--- config.mk ---
export PLATFORM = sky130hd
export DESIGN_NAME = qd_ctrl
export DESIGN_NICKNAME = d
export VERILOG_FILES = /design/src/qd_pkg.sv /design/src/qd_ctrl.sv /design/src/qd_core.sv
export VERILOG_INCLUDE_DIRS = /design/src
export SDC_FILE = /design/constraint.sdc
export NUM_CORES = 1
export LEC_CHECK = 0
export BUFFER_PORTS_ARGS = -buffer_cell sky130_fd_sc_hd__buf_4
export CORE_MARGIN = 4
export CORE_UTILIZATION = 60
export CTS_CLUSTER_SIZE = 20
export DETAILED_ROUTE_END_ITERATION = 12
export HOLD_SLACK_MARGIN = 0.05
export PLACE_DENSITY = 0.83
export SLEW_MARGIN = 20
export SYNTH_ARGS = -nofsm -noshare
export SYNTH_HDL_FRONTEND = slang
export SYNTH_HIERARCHICAL = 1
export SYNTH_SLANG_ARGS = --single-unit
--- constraint.sdc ---
create_clock -name pclk -period 7.2 [get_ports pclk]
set_clock_uncertainty 0.15 [all_clocks]
set_input_delay 1.08 -clock pclk [delete_from_list [all_inputs] [get_ports pclk]]
set_output_delay 1.08 -clock pclk [all_outputs]
set_load 0.02 [all_outputs]
--- src/qd_defines.svh ---
// qd_defines.svh - offsets, field positions, reset values and timing counts of the
// quadrature decoder control block.
// assumes: included by bare name from the package and the design modules.
`ifndef QD_DEFINES_SVH
`define QD_DEFINES_SVH

// ************************************************************
// register byte offsets (apb, one aligned word each)
// ************************************************************
`define QD_OFS_INT_ENABLE 12'h304
`define QD_OFS_INT_DISABLE 12'h308
`define QD_OFS_DEC_ENABLE 12'h500
`define QD_OFS_LED_POL 12'h504
`define QD_OFS_SAMPLE_PER 12'h508
`define QD_OFS_SAMPLE 12'h50C
`define QD_OFS_REPORT_PER 12'h510
`define QD_OFS_ACC 12'h514
`define QD_OFS_DBL_ACC 12'h544
`define QD_OFS_EVT_STATUS 12'h600
`define QD_OFS_EVT_CLEAR 12'h604
`define QD_OFS_TASK 12'h608

// ************************************************************
// event bit positions, shared by mask, status and clear
// ************************************************************
`define QD_EVT_SAMPLE_RDY 0
`define QD_EVT_REPORT_RDY 1
`define QD_EVT_ACC_OVF 2
`define QD_EVT_DBL_RDY 3
`define QD_EVT_STOPPED 4
`define QD_EVT_NUM 5

// ************************************************************
// field widths, limits and reset values
// ************************************************************
`define QD_PER_W 4
`define QD_PER_MAX 4'hA
`define QD_REP_W 4
`define QD_ACC_W 11
`define QD_ACC_MAX 11'h3FF
`define QD_ACC_MIN 11'h400
`define QD_DBL_W 4
`define QD_DBL_MAX 4'hF
`define QD_SMP_W 3
`define QD_RST_WORD 32'h0000_0000
`define QD_TASK_CLR_BIT 0

// ************************************************************
// timing: shortest sample period and its cycle count
// ************************************************************
`define QD_CLK_MHZ 50
`define QD_BASE_PERIOD_US 128
`define QD_BASE_CYC 24'(`QD_BASE_PERIOD_US * `QD_CLK_MHZ)
`define QD_TMR_W 24

`endif

--- src/qd_pkg.sv ---
// qd_pkg.sv - types of the quadrature decoder control block.
// assumes: qd_defines.svh is on the include path.
`include "qd_defines.svh"

package qd_pkg;
    // one decoded phase step per sample
    typedef enum logic [1:0] {
        QD_STEP_NONE,
        QD_STEP_FWD,
        QD_STEP_REV,
        QD_STEP_DBL
    } qd_step_e;

    // event vector, one bit per event
    typedef logic [`QD_EVT_NUM-1:0] qd_evt_t;
endpackage : qd_pkg

--- src/qd_ctrl.sv ---
// qd_ctrl.sv - apb register file, accumulators, events and interrupt of the
// quadrature decoder; instantiates qd_core for timing and phase decoding.
// assumes: apb master on pclk; encoder phases and led are board pins.
//
// Register access over APB was left to the implementer.
`timescale 1ns/1ps
`include "qd_defines.svh"

module qd_ctrl
    import qd_pkg::*;
#(
    parameter logic [`QD_TMR_W-1:0] BASE_CYC = `QD_BASE_CYC
) (
    // clock and reset
    input wire logic pclk,
    input wire logic presetn,
    // apb slave
    input wire logic psel,
    input wire logic penable,
    input wire logic pwrite,
    input wire logic [11:0] paddr,
    input wire logic [31:0] pwdata,
    output logic [31:0] prdata,
    output logic pready,
    output logic pslverr,
    // encoder pins
    input wire logic phase_a,
    input wire logic phase_b,
    output logic led_out,
    output logic led_oe_n,
    // pin ownership and interrupt
    output logic pins_owned,
    output logic irq
);

    // ************************************************************
    // declarations
    // ************************************************************
    qd_evt_t int_en_r, int_en_nxt; // interrupt enable mask
    qd_evt_t status_r, status_nxt; // sticky event status
    qd_evt_t events_c; // one-cycle event pulses
    qd_evt_t clr_c; // status clear from software
    logic dec_en_r, dec_en_nxt; // decoder enable
    logic dec_en_d_r; // enable one cycle late
    logic led_pol_r, led_pol_nxt; // led active level
    logic [`QD_PER_W-1:0] per_r, per_nxt; // sample period code
    logic [`QD_REP_W-1:0] rep_per_r, rep_per_nxt; // samples per report
    logic [`QD_REP_W-1:0] rep_cnt_r, rep_cnt_nxt; // samples so far
    logic [`QD_ACC_W-1:0] acc_r, acc_nxt; // motion accumulator
    logic [`QD_DBL_W-1:0] dbl_r, dbl_nxt; // double transition count
    logic [31:0] prdata_r, prdata_nxt; // read data latched at setup
    logic err_r, err_nxt; // unmapped address seen at setup
    logic wr_c; // write taken this edge
    logic setup_c; // apb setup phase
    logic clr_acc_c; // accumulator clear task
    logic rep_done_c; // report period complete
    logic ovf_c; // accumulator would overflow
    logic [`QD_REP_W-1:0] rep_lim_c; // report period, zero as one
    logic tick; // sample taken
    qd_step_e step; // decoded step
    logic [`QD_SMP_W-1:0] smp_val; // last motion sample

    // ************************************************************
    // sample timer and phase decoder
    // ************************************************************
    qd_core #(
        .BASE_CYC(BASE_CYC)
    ) u_core (
        .pclk(pclk),
        .presetn(presetn),
        .enable(dec_en_r),
        .period_sel(per_r),
        .phase_a(phase_a),
        .phase_b(phase_b),
        .sample_tick(tick),
        .step(step),
        .sample_val(smp_val)
    );

    // ************************************************************
    // apb strobes
    // ************************************************************
    // zero wait states: data was latched in the setup cycle
    assign setup_c = psel & ~penable;
    assign wr_c = psel & penable & pwrite & ~err_r;
    assign pready = 1'b1;
    assign pslverr = psel & penable & err_r;
    assign prdata = prdata_r;

    // ************************************************************
    // read mux, evaluated in the setup cycle
    // ************************************************************
    // registers hold stable across the access phase only if nothing
    // changes underneath; status may move, so the setup value is kept
    always_comb begin
        prdata_nxt = prdata_r;
        err_nxt = err_r;
        if (setup_c) begin
            prdata_nxt = `QD_RST_WORD;
            err_nxt = 1'b0;
            if (paddr == `QD_OFS_INT_ENABLE) begin
                prdata_nxt[`QD_EVT_NUM-1:0] = int_en_r;
            end else if (paddr == `QD_OFS_INT_DISABLE) begin
                prdata_nxt[`QD_EVT_NUM-1:0] = int_en_r;
            end else if (paddr == `QD_OFS_DEC_ENABLE) begin
                prdata_nxt[0] = dec_en_r;
            end else if (paddr == `QD_OFS_LED_POL) begin
                prdata_nxt[0] = led_pol_r;
            end else if (paddr == `QD_OFS_SAMPLE_PER) begin
                prdata_nxt[`QD_PER_W-1:0] = per_r;
            end else if (paddr == `QD_OFS_SAMPLE) begin
                // sign extend the motion sample
                prdata_nxt = {{(32-`QD_SMP_W){smp_val[`QD_SMP_W-1]}}, smp_val};
            end else if (paddr == `QD_OFS_REPORT_PER) begin
                prdata_nxt[`QD_REP_W-1:0] = rep_per_r;
            end else if (paddr == `QD_OFS_ACC) begin
                prdata_nxt = {{(32-`QD_ACC_W){acc_r[`QD_ACC_W-1]}}, acc_r};
            end else if (paddr == `QD_OFS_DBL_ACC) begin
                prdata_nxt[`QD_DBL_W-1:0] = dbl_r;
            end else if (paddr == `QD_OFS_EVT_STATUS) begin
                prdata_nxt[`QD_EVT_NUM-1:0] = status_r;
            end else if (paddr == `QD_OFS_EVT_CLEAR || paddr == `QD_OFS_TASK) begin
                // write-only: reads as zero
                prdata_nxt = `QD_RST_WORD;
            end else begin
                // unmapped: error on the access phase
                err_nxt = 1'b1;
            end
        end
    end

    // ************************************************************
    // software-written configuration
    // ************************************************************
    always_comb begin
        int_en_nxt = int_en_r;
        dec_en_nxt = dec_en_r;
        led_pol_nxt = led_pol_r;
        per_nxt = per_r;
        rep_per_nxt = rep_per_r;
        clr_c = '0;
        clr_acc_c = 1'b0;
        if (wr_c) begin
            if (paddr == `QD_OFS_INT_ENABLE) begin
                // ones set, zeros leave alone
                int_en_nxt = int_en_r | pwdata[`QD_EVT_NUM-1:0];
            end else if (paddr == `QD_OFS_INT_DISABLE) begin
                // ones clear, zeros leave alone
                int_en_nxt = int_en_r & ~pwdata[`QD_EVT_NUM-1:0];
            end else if (paddr == `QD_OFS_DEC_ENABLE) begin
                dec_en_nxt = pwdata[0];
            end else if (paddr == `QD_OFS_LED_POL) begin
                led_pol_nxt = pwdata[0];
            end else if (paddr == `QD_OFS_SAMPLE_PER) begin
                per_nxt = pwdata[`QD_PER_W-1:0];
            end else if (paddr == `QD_OFS_REPORT_PER) begin
                rep_per_nxt = pwdata[`QD_REP_W-1:0];
            end else if (paddr == `QD_OFS_EVT_CLEAR) begin
                clr_c = pwdata[`QD_EVT_NUM-1:0];
            end else if (paddr == `QD_OFS_TASK) begin
                clr_acc_c = pwdata[`QD_TASK_CLR_BIT];
            end else begin
                // read-only or unmapped: no effect
                clr_c = '0;
            end
        end
    end

    // ************************************************************
    // accumulators and report period
    // ************************************************************
    // saturating accumulator: an overflow drops the step, never wraps
    always_comb begin
        acc_nxt = acc_r;
        dbl_nxt = dbl_r;
        rep_cnt_nxt = rep_cnt_r;
        ovf_c = 1'b0;
        rep_lim_c = (rep_per_r == '0) ? 4'h1 : rep_per_r;
        rep_done_c = tick && ((rep_cnt_r + 1'b1) >= rep_lim_c);
        if (tick) begin
            if (step == QD_STEP_FWD) begin
                if (acc_r == `QD_ACC_MAX) begin
                    ovf_c = 1'b1;
                end else begin
                    acc_nxt = acc_r + 1'b1;
                end
            end else if (step == QD_STEP_REV) begin
                if (acc_r == `QD_ACC_MIN) begin
                    ovf_c = 1'b1;
                end else begin
                    acc_nxt = acc_r - 1'b1;
                end
            end else if (step == QD_STEP_DBL) begin
                if (dbl_r != `QD_DBL_MAX) begin
                    dbl_nxt = dbl_r + 1'b1;
                end
            end
            rep_cnt_nxt = rep_done_c ? '0 : (rep_cnt_r + 1'b1);
        end
        // clear task wins over a sample in the same cycle
        if (clr_acc_c) begin
            acc_nxt = '0;
            dbl_nxt = '0;
        end
        // a disabled decoder starts its report period afresh
        if (!dec_en_r) begin
            rep_cnt_nxt = '0;
        end
    end

    // ************************************************************
    // events
    // ************************************************************
    always_comb begin
        events_c = '0;
        events_c[`QD_EVT_SAMPLE_RDY] = tick;
        events_c[`QD_EVT_REPORT_RDY] = rep_done_c && (acc_nxt != '0);
        events_c[`QD_EVT_ACC_OVF] = ovf_c;
        events_c[`QD_EVT_DBL_RDY] = rep_done_c && (dbl_nxt != '0);
        events_c[`QD_EVT_STOPPED] = dec_en_d_r & ~dec_en_r;
    end

    // sticky status per bit: a new event wins over a clear
    for (genvar i = 0; i < `QD_EVT_NUM; i++) begin : g_status
        assign status_nxt[i] = events_c[i] | (status_r[i] & ~clr_c[i]);
    end

    // level interrupt, high while an enabled status bit is set
    assign irq = |(status_r & int_en_r);

    // ************************************************************
    // pin ownership
    // ************************************************************
    // led lit while decoding; released to gpio when disabled
    assign pins_owned = dec_en_r;
    assign led_oe_n = ~dec_en_r;
    assign led_out = dec_en_r ? led_pol_r : 1'b0;

    // ************************************************************
    // registers
    // ************************************************************
    always_ff @(posedge pclk or negedge presetn) begin
        if (!presetn) begin
            int_en_r <= '0;
            status_r <= '0;
            dec_en_r <= 1'b0;
            dec_en_d_r <= 1'b0;
            led_pol_r <= 1'b0;
            per_r <= '0;
            rep_per_r <= '0;
            rep_cnt_r <= '0;
            acc_r <= '0;
            dbl_r <= '0;
            prdata_r <= `QD_RST_WORD;
            err_r <= 1'b0;
        end else begin
            int_en_r <= int_en_nxt;
            status_r <= status_nxt;
            dec_en_r <= dec_en_nxt;
            dec_en_d_r <= dec_en_r;
            led_pol_r <= led_pol_nxt;
            per_r <= per_nxt;
            rep_per_r <= rep_per_nxt;
            rep_cnt_r <= rep_cnt_nxt;
            acc_r <= acc_nxt;
            dbl_r <= dbl_nxt;
            prdata_r <= prdata_nxt;
            err_r <= err_nxt;
        end
    end

endmodule : qd_ctrl

--- src/qd_core.sv ---
// qd_core.sv - sample timer and phase decoder of the quadrature decoder.
// assumes: phase pins are asynchronous; enable and period come from pclk logic.
`timescale 1ns/1ps
`include "qd_defines.svh"

module qd_core
    import qd_pkg::*;
#(
    parameter logic [`QD_TMR_W-1:0] BASE_CYC = `QD_BASE_CYC
) (
    // clock and reset
    input wire logic pclk,
    input wire logic presetn,
    // control
    input wire logic enable,
    input wire logic [`QD_PER_W-1:0] period_sel,
    // phase pins
    input wire logic phase_a,
    input wire logic phase_b,
    // results
    output logic sample_tick,
    output qd_step_e step,
    output logic [`QD_SMP_W-1:0] sample_val
);

    // ************************************************************
    // state
    // ************************************************************
    logic [1:0] sync1_r; // first stage, read only by sync2_r
    logic [1:0] sync2_r; // stable phase levels
    logic [1:0] prev_r, prev_nxt; // levels at the last sample
    logic [`QD_TMR_W-1:0] tmr_r, tmr_nxt; // period timer
    logic [`QD_SMP_W-1:0] smp_r, smp_nxt; // last motion sample
    logic tick_r, tick_nxt;
    qd_step_e step_r, step_nxt;
    logic [`QD_PER_W-1:0] sel_c; // clamped code
    logic [`QD_TMR_W-1:0] limit_c; // last timer count

    // ************************************************************
    // next state
    // ************************************************************
    // codes above the top value run at the longest period
    always_comb begin
        sel_c = (period_sel > `QD_PER_MAX) ? `QD_PER_MAX : period_sel;
        limit_c = (BASE_CYC << sel_c) - 1'b1;
        tmr_nxt = tmr_r;
        prev_nxt = prev_r;
        smp_nxt = smp_r;
        tick_nxt = 1'b0;
        step_nxt = QD_STEP_NONE;
        if (!enable) begin
            // disabled: timer cleared, pins tracked without a step
            tmr_nxt = '0;
            prev_nxt = sync2_r;
        end else if (tmr_r >= limit_c) begin
            // end of period: take a sample
            tmr_nxt = '0;
            tick_nxt = 1'b1;
            prev_nxt = sync2_r;
            if (sync2_r == prev_r) begin
                smp_nxt = 3'h0;
            end else if (sync2_r == ~prev_r) begin
                // both phases moved: direction unknown
                step_nxt = QD_STEP_DBL;
                smp_nxt = 3'h2;
            end else if ({prev_r, sync2_r} == 4'h1 || {prev_r, sync2_r} == 4'h7 ||
                         {prev_r, sync2_r} == 4'hE || {prev_r, sync2_r} == 4'h8) begin
                step_nxt = QD_STEP_FWD;
                smp_nxt = 3'h1;
            end else begin
                step_nxt = QD_STEP_REV;
                smp_nxt = 3'h7;
            end
        end else begin
            tmr_nxt = tmr_r + 1'b1;
        end
    end

    // ************************************************************
    // registers
    // ************************************************************
    always_ff @(posedge pclk or negedge presetn) begin
        if (!presetn) begin
            sync1_r <= 2'h0;
            sync2_r <= 2'h0;
            prev_r <= 2'h0;
            tmr_r <= '0;
            smp_r <= 3'h0;
            tick_r <= 1'b0;
            step_r <= QD_STEP_NONE;
        end else begin
            sync1_r <= {phase_a, phase_b};
            sync2_r <= sync1_r;
            prev_r <= prev_nxt;
            tmr_r <= tmr_nxt;
            smp_r <= smp_nxt;
            tick_r <= tick_nxt;
            step_r <= step_nxt;
        end
    end

    assign sample_tick = tick_r;
    assign step = step_r;
    assign sample_val = smp_r;

endmodule : qd_core

# Word level (Yosys, flattened, before mapping)
# Cells that the tools add are included.
[totals]
register_bits = 109
in_bits = 51
output_inout_bits = 38
[classes]
add_sub_neg = 6
magnitude_cmp = 3
n_eq_ne = 26
shift = 1
muxes = 114
bitwise = 34
reduce_logical = 18
[ops]
columns = ["cell", "count"]
rows = [
  ["32-bit two-way mux", 21],
  ["12-bit by 11-bit equality test with 1-bit output, second input constant", 10],
  ["5-bit two-way mux", 23],
  ["28-bit two-way mux", 3],
  ["27-bit two-way mux", 3],
  ["11-bit two-way mux", 6],
  ["31-bit two-way mux", 2],
  ["4-bit two-way mux", 14],
  ["24-bit two-way mux", 2],
  ["1-bit two-way mux", 30],
  ["24-bit by 1-bit adder with 24-bit output, second input constant", 1],
  ["12-bit by 10-bit equality test with 1-bit output, second input constant", 2],
  ["24-bit greater-or-equal comparator", 1],
  ["13-bit by 4-bit << shifter with 24-bit output, first input constant", 1],
  ["24-bit by 1-bit subtractor with 24-bit output, second input constant", 1],
  ["2-bit two-way mux", 7],
  ["1-bit inverter", 13],
  ["11-bit by 1-bit adder with 11-bit output, second input constant", 1],
  ["1-bit AND", 11],
  ["11-bit by 10-bit equality test with 1-bit output, second input constant", 1],
  ["11-bit equality test, second input constant", 1],
  ["11-bit nonzero test", 1],
  ["11-bit by 1-bit subtractor with 11-bit output, second input constant", 1],
  ["5-bit AND", 2],
  ["27 further kinds", 44],
]

# Longest topological paths before layout
# Gate-level depths: netlist of run 1.
[logic_depth]
depth_word = 40
mapped_depth = 22
ltp_nobuf = 17

# Hierarchy
# Netlist of run 1, hierarchy kept.
[by_module_without_submodules]
columns = ["module", "instances", "cells_per_inst", "area_per_inst_um2", "seq_area_each_um2"]
rows = [
  ["qd_ctrl", 1, 395, 3513.4, 1301.2],
  ["qd_core", 1, 278, 2484.9, 900.9],
]

# Worst setup path after synthesis of run 1
# Ideal clock, no wire load.
[synth_path]
kind = "flip-flop to flip-flop"
from = "register per_r[3]"
to = "register u_core.prev_r[0]"
setup_ns = 0.125
arrival_time_ns = 3.844
required_time_ns = 6.925
setup_slack_ns = 3.080
stages_incl_launch_ff = 19
n_path_buf = 3
synth_period_minus_slack_ns = 4.120
cell_sequence = "dfrtp_1 clkbuf_1 clkbuf_1 o21ai_0 nand2_1 inv_1 ha_1 or3_1 o31ai_1 o211a_1 mux2_2 a22oi_1 ha_1 a21oi_1 o21ba_2 nand3_1 a211o_1 buf_6 mux2_4"
[synth_via]
elab_chain_cells = 6
[synth_rtl]
columns = ["element", "line", "rtl"]
rows = [
  ["start, declared", "qd_ctrl.sv:46", "logic [`QD_PER_W-1:0] per_r, per_nxt;"],
  ["start signal, assigned", "qd_ctrl.sv:262", "per_r <= per_nxt;"],
  ["4-bit greater-than comparator (no source line)", "-", ""],
  ["4-bit two-way mux (*)", "qd_core.sv:44", "sel_c = (period_sel > `QD_PER_MAX) ? `QD_PER_MAX : period_sel;"],
  ["13-bit by 4-bit << shifter with 24-bit output (*)", "qd_core.sv:45", "limit_c = (BASE_CYC << sel_c) - 1'b1;"],
  ["24-bit by 1-bit subtractor with 24-bit output (*)", "qd_core.sv:45", ""],
  ["24-bit greater-or-equal comparator (*)", "qd_core.sv:55", "end else if (tmr_r >= limit_c) begin"],
  ["2-bit by 1-bit inequality test with 1-bit output (no source line) (*)", "-", ""],
  ["end signal, assigned", "qd_core.sv:94", "prev_r <= prev_nxt;"],
  ["end, declared", "qd_core.sv:31", "logic [1:0] prev_r, prev_nxt;"],
]
# Every way passes the cells marked *; elsewhere a longest branch is shown, timed or not.
# A chain may end at the register's enable or synchronous reset.

# Worst setup path after layout of run 1
[layout_path]
from = "register per_r[2]"
to = "register u_core.prev_r[0]"
# Same word-level chain as after synthesis.

==> flow_summary.json, run 1 <==
{
  "synthFlopType": "dfrtp_1",
  "tns_ps": 0,
  "syn_avg_cell_area_sq_um": 8.91,
  "clock_sinks": 88,
  "globalRouteOverflowTotal": 0,
  "fmax_mhz": 205,
  "status": "finished, final reports clean",
  "min_period_over_period": 0.679,
  "hold_path_class": "flop to flop",
  "crit_buf_inv": 0,
  "final_cell_count_no_fill": 834,
  "gp_congestion": 0.958,
  "ir_drop_uv": 104,
  "die_area_sq_um": 11700,
  "pwr-share-seq": 0.548,
  "total_power_mw": 0.916,
  "first_iter_violations": 384,
  "synth-edff-count": 0,
  "end_kind": "flop",
  "synth-xor-area-share": 0.0540,
  "cp.depth": 14,
  "fin_crit_ps": 4890,
  "r2r-end": "u_core/prev_r[0]$_DFFE_PN0P_",
  "fp.dieH_um": 108,
  "crit_arrival_ps": 4990,
  "crit_fanout": 26,
  "synth_top_family_by_area": "simple AND/OR/NAND/NOR gates",
  "r2r-start": "per_r[2]$_DFFE_PN0P_",
  "dpl.cell_count": 818,
  "r2r_slack_ps": 2310,
  "via_count": 5165,
  "cts_hold_buffers": 0,
  "fillers": 784,
  "dr.pass1.iters": 5,
  "synthAdderAreaFrac": 0.0626,
  "max_stage_delay_ps": 680,
  "timing.critical_path.to": "u_core/prev_r[0]$_DFFE_PN0P_",
  "start_util": 0.614,
  "reg2regPathDepth": 14,
  "grt_pass1_vias": 4960,
  "required_ps": 7300,
  "worst-slew-pin-transition_ps": 885,
  "drive_above_1_share": 0.170,
  "multiInputGateArea_sq_um": 3410,
  "antenna_found_initial": 0,
  "max_cap_violations": 0,
  "grt_usage": 0.257,
  "crit_start": "per_r[2]$_DFFE_PN0P_",
  "ant_nets": 0,
  "critPathKind": "flop to flop",
  "numPortBuffers": 60,
  "core_sq_um": 9770,
  "critPathTopFamily": "compound AO/OA/AOI/OAI gates",
  "clkPwrFrac": 0.395,
  "hpwl_um": 11000,
  "yosys_warnings": 6,
  "die-width_um": 108,
  "whs_ps": 209,
  "synthArstFlopShare": 1.00,
  "cts_buffers": 9,
  "power_frac_comb": 0.057,
  "ios": 89,
  "slew_headroom": 0.405,
  "p_int_mw": 0.685,
  "grt_max_degree": 71,
  "drc_errors": 0,
  "htreeDepth": 3,
  "synth_simple_gate_area_frac": 0.248,
  "place_ws_ps": 2400,
  "fin_area_sq_um": 6540,
  "cp_slowest_cell": "a211o_1",
  "synth_area_leader_cell": "dfrtp_1",
  "clk_latency_ps": 360,
  "path_clk_slew_ps": 100,
  "synth_area_sq_um": 6000,
  "synth-seq-cells": 88,
  "final_max_slew_viol_count": 0,
  "finalWirelength_um": 14700,
  "finalSetupViolCount": 0,
  "wire_per_inst_um": 17.6,
  "power_leakage_nw": 2.87,
  "ff_latch_area_sq_um": 2200,
  "num_antenna_cells": 0,
  "fin_util": 0.669,
  "p_sw_frac": 0.252,
  "powerDensity_nw_per_um2": 140,
  "synth_area_leaders": "dfrtp_1, ha_1, nand2_1",
  "num_rows": 36,
  "netlist_instances": 673,
  "fin_nets": 777,
  "dpl_cell_area_sq_um": 6330,
  "hold_viol": 0,
  "synth_top_area_share": 0.367,
  "ys_types": 78,
  "grt_pass1_wl_um": 23900,
  "rsz0062_at_grt": "false",
  "cts_tree": "yes",
  "cts_setup_buffers": 0,
  "worstPathCellList": "o21ai_0 > nand2_1 > ha_1 > nand2b_1 > o31ai_1 > o211a_1 > mux2_2 > a22oi_1 > ha_1 > nand2_1 > or3_1 > nand3_1 > a211o_1 > mux2_4",
  "seq_area_frac_synth": 0.367,
  "syn2layout_area_growth_pct": 8.99,
  "cts_buffer_depth": 2,
  "synth_compound_area_frac": 0.147,
  "synth_nets": 754,
  "cts-root-buf": "clkbuf_8",
  "cts.repair.resized": 0,
  "fin_ws_ps": 2310,
  "start_kind": "flop",
  "p_switching_mw": 0.231,
  "via_per_inst": 6.19,
  "synthMuxAreaShare": 0.0561
}
[Yosys cell counts, types with 11 or more instances]
| cell type | number |
|---|---|
| a21oi_1 | 35 |
| and3_1 | 11 |
| buf_4 | 23 |
| clkbuf_1 | 20 |
| dfrtp_1 | 88 |
| ha_1 | 30 |
| inv_1 | 23 |
| mux2_2 | 17 |
| nand2_1 | 74 |
| nand3_1 | 31 |
| nand4_1 | 14 |
| nor2_1 | 70 |
| nor3_1 | 12 |
| o21ai_0 | 32 |
| xnor2_1 | 13 |
| xor2_1 | 24 |
[metal layers]
metal | up-vias | wire length [um] | share of wire | global-route usage
met1 | 2494 | 5760 | 0.39 | 0.314
met2 | 177 | 7650 | 0.52 | 0.452
li1 | 2444 | - | - | -
met5 | - | 0 | 0 | 0
met3 | 50 | 727 | 0.049 | 0.0394
met4 | 0 | 567 | 0.039 | 0.112
[sequential cells by signal (all words and copies together) (netlist names), 2 cells and up, named ones only]
name,flops
dbl_r,4
status_r,5
u_core/sync2_r,2
u_core/prev_r,2
rep_per_r,4
u_core/sample_val,3
acc_r,11
u_core/tmr_r,24
per_r,4
u_core/step,2
u_core/sync1_r,2
prdata,11
rep_cnt_r,4
[how the worst min path moves through the flow]
stage / start / to / slack, ps / cells past startpoint
after global routing: u_core/sync1_r[1]$_DFF_PN0_ / u_core/sync2_r[1]$_DFF_PN0_ / 230 / 0
after detailed placement: u_core/sync1_r[1]$_DFF_PN0_ / u_core/sync2_r[1]$_DFF_PN0_ / 190 / 0
after floorplan: u_core/sync1_r[0]$_DFF_PN0_ / u_core/sync2_r[0]$_DFF_PN0_ / 180 / 0
after CTS: u_core/sync1_r[1]$_DFF_PN0_ / u_core/sync2_r[1]$_DFF_PN0_ / 210 / 0
after global placement: u_core/sync1_r[1]$_DFF_PN0_ / u_core/sync2_r[1]$_DFF_PN0_ / 190 / 0
final: u_core/sync1_r[1]$_DFF_PN0_ / u_core/sync2_r[1]$_DFF_PN0_ / 210 / 0
[power by group through the flow]
stage | Clock [mW] | Sequential [mW] | Combinational [mW]
2_1_floorplan | 0 | 0.512 | 0.0203
3_3_place_gp | 0 | 0.512 | 0.0509
3_5_place_dp | 0 | 0.512 | 0.0526
4_1_cts | 0.368 | 0.502 | 0.0528
5_1_grt | 0.391 | 0.503 | 0.0579
6_report | 0.361 | 0.502 | 0.0523
[placed cells by master (no fill, tap or decap), types with 5 or more instances in the layout]
master and count:
dfrtp_1 88, nand2_1 74, nor2_1 70, buf_4 62, a21oi_1 35, o21ai_0 32, nand3_1 31, ha_1 30
xor2_1 24, inv_1 23, mux2_2 17, nand4_1 14, xnor2_1 13, nor3_1 12, and3_1 11, mux2i_1 10
nor2b_1 9, clkbuf_8 9, and4_1 7, a21o_1 6, or3_1 6, a221oi_1 6, and2_1 5, a211o_1 5
a22oi_1 5
[final cells by class]
type / instances / area share
sequential: 88 / 0.337
inverter: 24 / 0.0138
tap: 133 / 0.0255
multi-input combinational: 511 / 0.521
clock buffer: 9 / 0.0189
timing repair buffer: 62 / 0.0712
clock inverter: 7 / 0.0128
[cells by family after synthesis]
kind of cell / count (synthesis)
compound gates: 132
xor+xnor: 37
fa+ha+maj: 30
buf+inv: 74
flops: 88
mux: 30
other cells: 1
simple gates: 281
No activity file was read; power rests on OpenSTA's default activity.
==> run 2: changes to the inputs <==
ABC_AREA = 1   (was not set)
CORE_UTILIZATION = 53   (was 60)
PLACE_DENSITY = 0.77   (was 0.83)
clock period = 4.47 ns   (was 7.2 ns; I/O delays follow)
==> flow_summary.json, run 2 <==
{
  "max_stage_delay_ps": 560,
  "cp_slowest_cell": "dfrtp_1",
  "max_cap_violations": 0,
  "yosys_warnings": 6,
  "met1Wirelength_um": 7490,
  "hold_depth": 0,
  "start_kind": "flop",
  "synth_area_sq_um": 6610,
  "fp.dieH_um": 120,
  "end_kind": "flop",
  "synth_area_leader_cell": "dfrtp_1",
  "ios": 89,
  "grt_max_degree": 65,
  "via_count": 6034,
  "synth_most_common_cell": "nand2_1",
  "ys_types": 49,
  "hold_viol": 0,
  "ir_drop_uv": 201,
  "synth-seq-cells": 88,
  "hpwl_um": 12100,
  "cts.repair.resized": 0,
  "worst-slew-pin-transition_ps": 830,
  "cts-root-buf": "clkbuf_16",
  "power_leakage_nw": 3.63,
  "drc_errors": 0,
  "syn_avg_cell_area_sq_um": 7.22,
  "start_util": 0.545,
  "crit_arrival_ps": 4130,
  "path_clk_slew_ps": 70,
  "fin_nets": 1035,
  "fin_crit_ps": 3980,
  "final_max_slew_viol_count": 0,
  "final_cell_count_no_fill": 1127,
  "routed.top_layer": "met4",
  "fin_area_sq_um": 7330,
  "synth_top_area_share": 0.333,
  "worstPathCellList": "inv_8 > a21oi_1 > nor2_1 > inv_1 > ha_1 > inv_1 > o21ai_1 > nand2_1 > nor2_1 > xor2_1 > ha_1 > a21o_1 > nor2_1 > nand2_1 > nand2_1 > nand3_2 > nand2_1 > nand2_1 > nand2_1",
  "die_area_sq_um": 14300,
  "regMostFlops": "u_core/tmr_r",
  "die-width_um": 120,
  "htreeDepth": 3,
  "synth-edff-count": 0,
  "globalRouteOverflowTotal": 0,
  "critPathKind": "flop to flop",
  "finalWirelength_um": 15800,
  "largest_reg_flops": 24,
  "first_iter_violations": 630,
  "dr.pass1.iters": 5,
  "final_cell_mix": "nand2_1, inv_1, dfrtp_1, nor2_1, nand3_1",
  "finalSetupViolCount": 0,
  "dpl.cell_count": 1111,
  "cts_buffer_depth": 2,
  "wl_met2_um": 6970,
  "seq_area_frac_synth": 0.333,
  "critPathTopFamily": "simple AND/OR/NAND/NOR gates",
  "rsz0062_at_grt": "false",
  "numPortBuffers": 60,
  "slew_headroom": 0.446,
  "num_rows": 40,
  "synthTopCellsByCount": "nand2_1, inv_1, dfrtp_1, nor2_1, nand3_1",
  "synthFlopType": "dfrtp_1",
  "grt_pass1_wl_um": 27400,
  "ant_nets": 0,
  "dpl_cell_area_sq_um": 7030,
  "path_common_cell": "nand2_1",
  "reg2regPathDepth": 19,
  "crit_buf_inv": 3,
  "synthArstFlopShare": 1.00,
  "cts_tree": "yes",
  "cts_setup_buffers": 0,
  "status": "finished, final reports clean",
  "tns_ps": 0,
  "clock_sinks": 88,
  "synth_area_leaders": "dfrtp_1, nand2_1, inv_1",
  "grt_pass1_vias": 5740,
  "core_sq_um": 12100,
  "num_antenna_cells": 0,
  "wire_per_inst_um": 14.0,
  "netlist_instances": 915,
  "cts_hold_buffers": 0,
  "antenna_found_initial": 0,
  "cts_buffers": 9,
  "route.met3.wl_um": 1000,
  "clk_latency_ps": 360,
  "crit_fanout": 10,
  "drive_above_1_share": 0.158,
  "powerDensity_nw_per_um2": 227,
  "cp.depth": 19,
  "hold_path_class": "flop to flop",
  "syn2layout_area_growth_pct": 10.9,
  "gp_congestion": 0.946,
  "synth_nets": 996,
  "required_ps": 4620,
  "min_period_over_period": 0.890,
  "grt_usage": 0.233,
  "layout_commonest_cell": "nand2_1",
  "via_per_inst": 5.35,
  "fmax_mhz": 251
}
-- run 2: stage by stage --
step,power (mW),utilization,setup slack (ps),hold WS (ps)
final,1.66,0.605,490,199
after floorplan,0.867,-,1090,181
after CTS,1.68,0.605,521,203
after global placement,0.917,0.581,560,181
after detailed placement,0.918,0.581,527,186
after global routing,1.73,0.605,6.07,216
-- run 2: path summary, 6_finish.rpt --
check	from	end	slack, ps
worst max-delay path	per_r[2]$_DFFE_PN0P_	u_core/sample_val[0]$_DFFE_PN0P_	490
worst min-delay path	u_core/sync1_r[1]$_DFF_PN0_	u_core/sync2_r[1]$_DFF_PN0_	200
worst max register to register	per_r[2]$_DFFE_PN0P_	u_core/sample_val[0]$_DFFE_PN0P_	490
worst min register to register	u_core/sync1_r[1]$_DFF_PN0_	u_core/sync2_r[1]$_DFF_PN0_	200
max in group asynchronous	presetn	u_core/tmr_r[23]$_DFF_PN0_	3070
min in group asynchronous	presetn	prdata[0]$_DFFE_PN0P_	260
-- run 2: layer usage --
metal / track usage / vias to the layer above
met5: 0 / -
met4: 0.0852 / 0
met3: 0.0485 / 30
met2: 0.358 / 186
met1: 0.326 / 2793
li1: - / 3025
-- run 2: kinds of logic (layout without fill, tap and decap cells) --
logic type | after synthesis | in the layout | synth area share
AOI/OAI and AO/OA | 108 | 108 | 0.0956
other | 1 | 1 | 0.000568
muxes | 3 | 3 | 0.00473
buffers and inverters | 160 | 204 | 0.110
xor gates and xnor gates | 34 | 34 | 0.0451
adders and majority gates | 30 | 30 | 0.0568
DFF | 88 | 88 | 0.333
and+or+nand+nor | 491 | 491 | 0.353
-- run 2: cell type report --
| class | count | area, sq um |
|---|---|---|
| Tap cell | 168 | 210 |
| Timing Repair Buffer | 62 | 465 |
| Multi-Input combinational cell | 667 | 3670 |
| Inverter | 126 | 480 |
| Clock buffer | 9 | 225 |
| Fill cell | 1132 | 4780 |
| Sequential cell | 88 | 2200 |
| Clock inverter | 7 | 71.3 |
-- run 2: worst register-to-register path, delay by kind of cell (launching register included) --
family | cells | cell delay, ps
adders and majority gates | 2 | 660
buffers and inverters | 3 | 340
and+or+nand+nor | 10 | 1460
DFF | 1 | 560
AOI/OAI and AO/OA | 3 | 570
xor gates and xnor gates | 1 | 190
-- run 2: power breakdown --
group          internal [mW]  switching, mW
combinational         0.0334         0.0597
sequential             0.804        0.00494
clock                  0.396          0.366
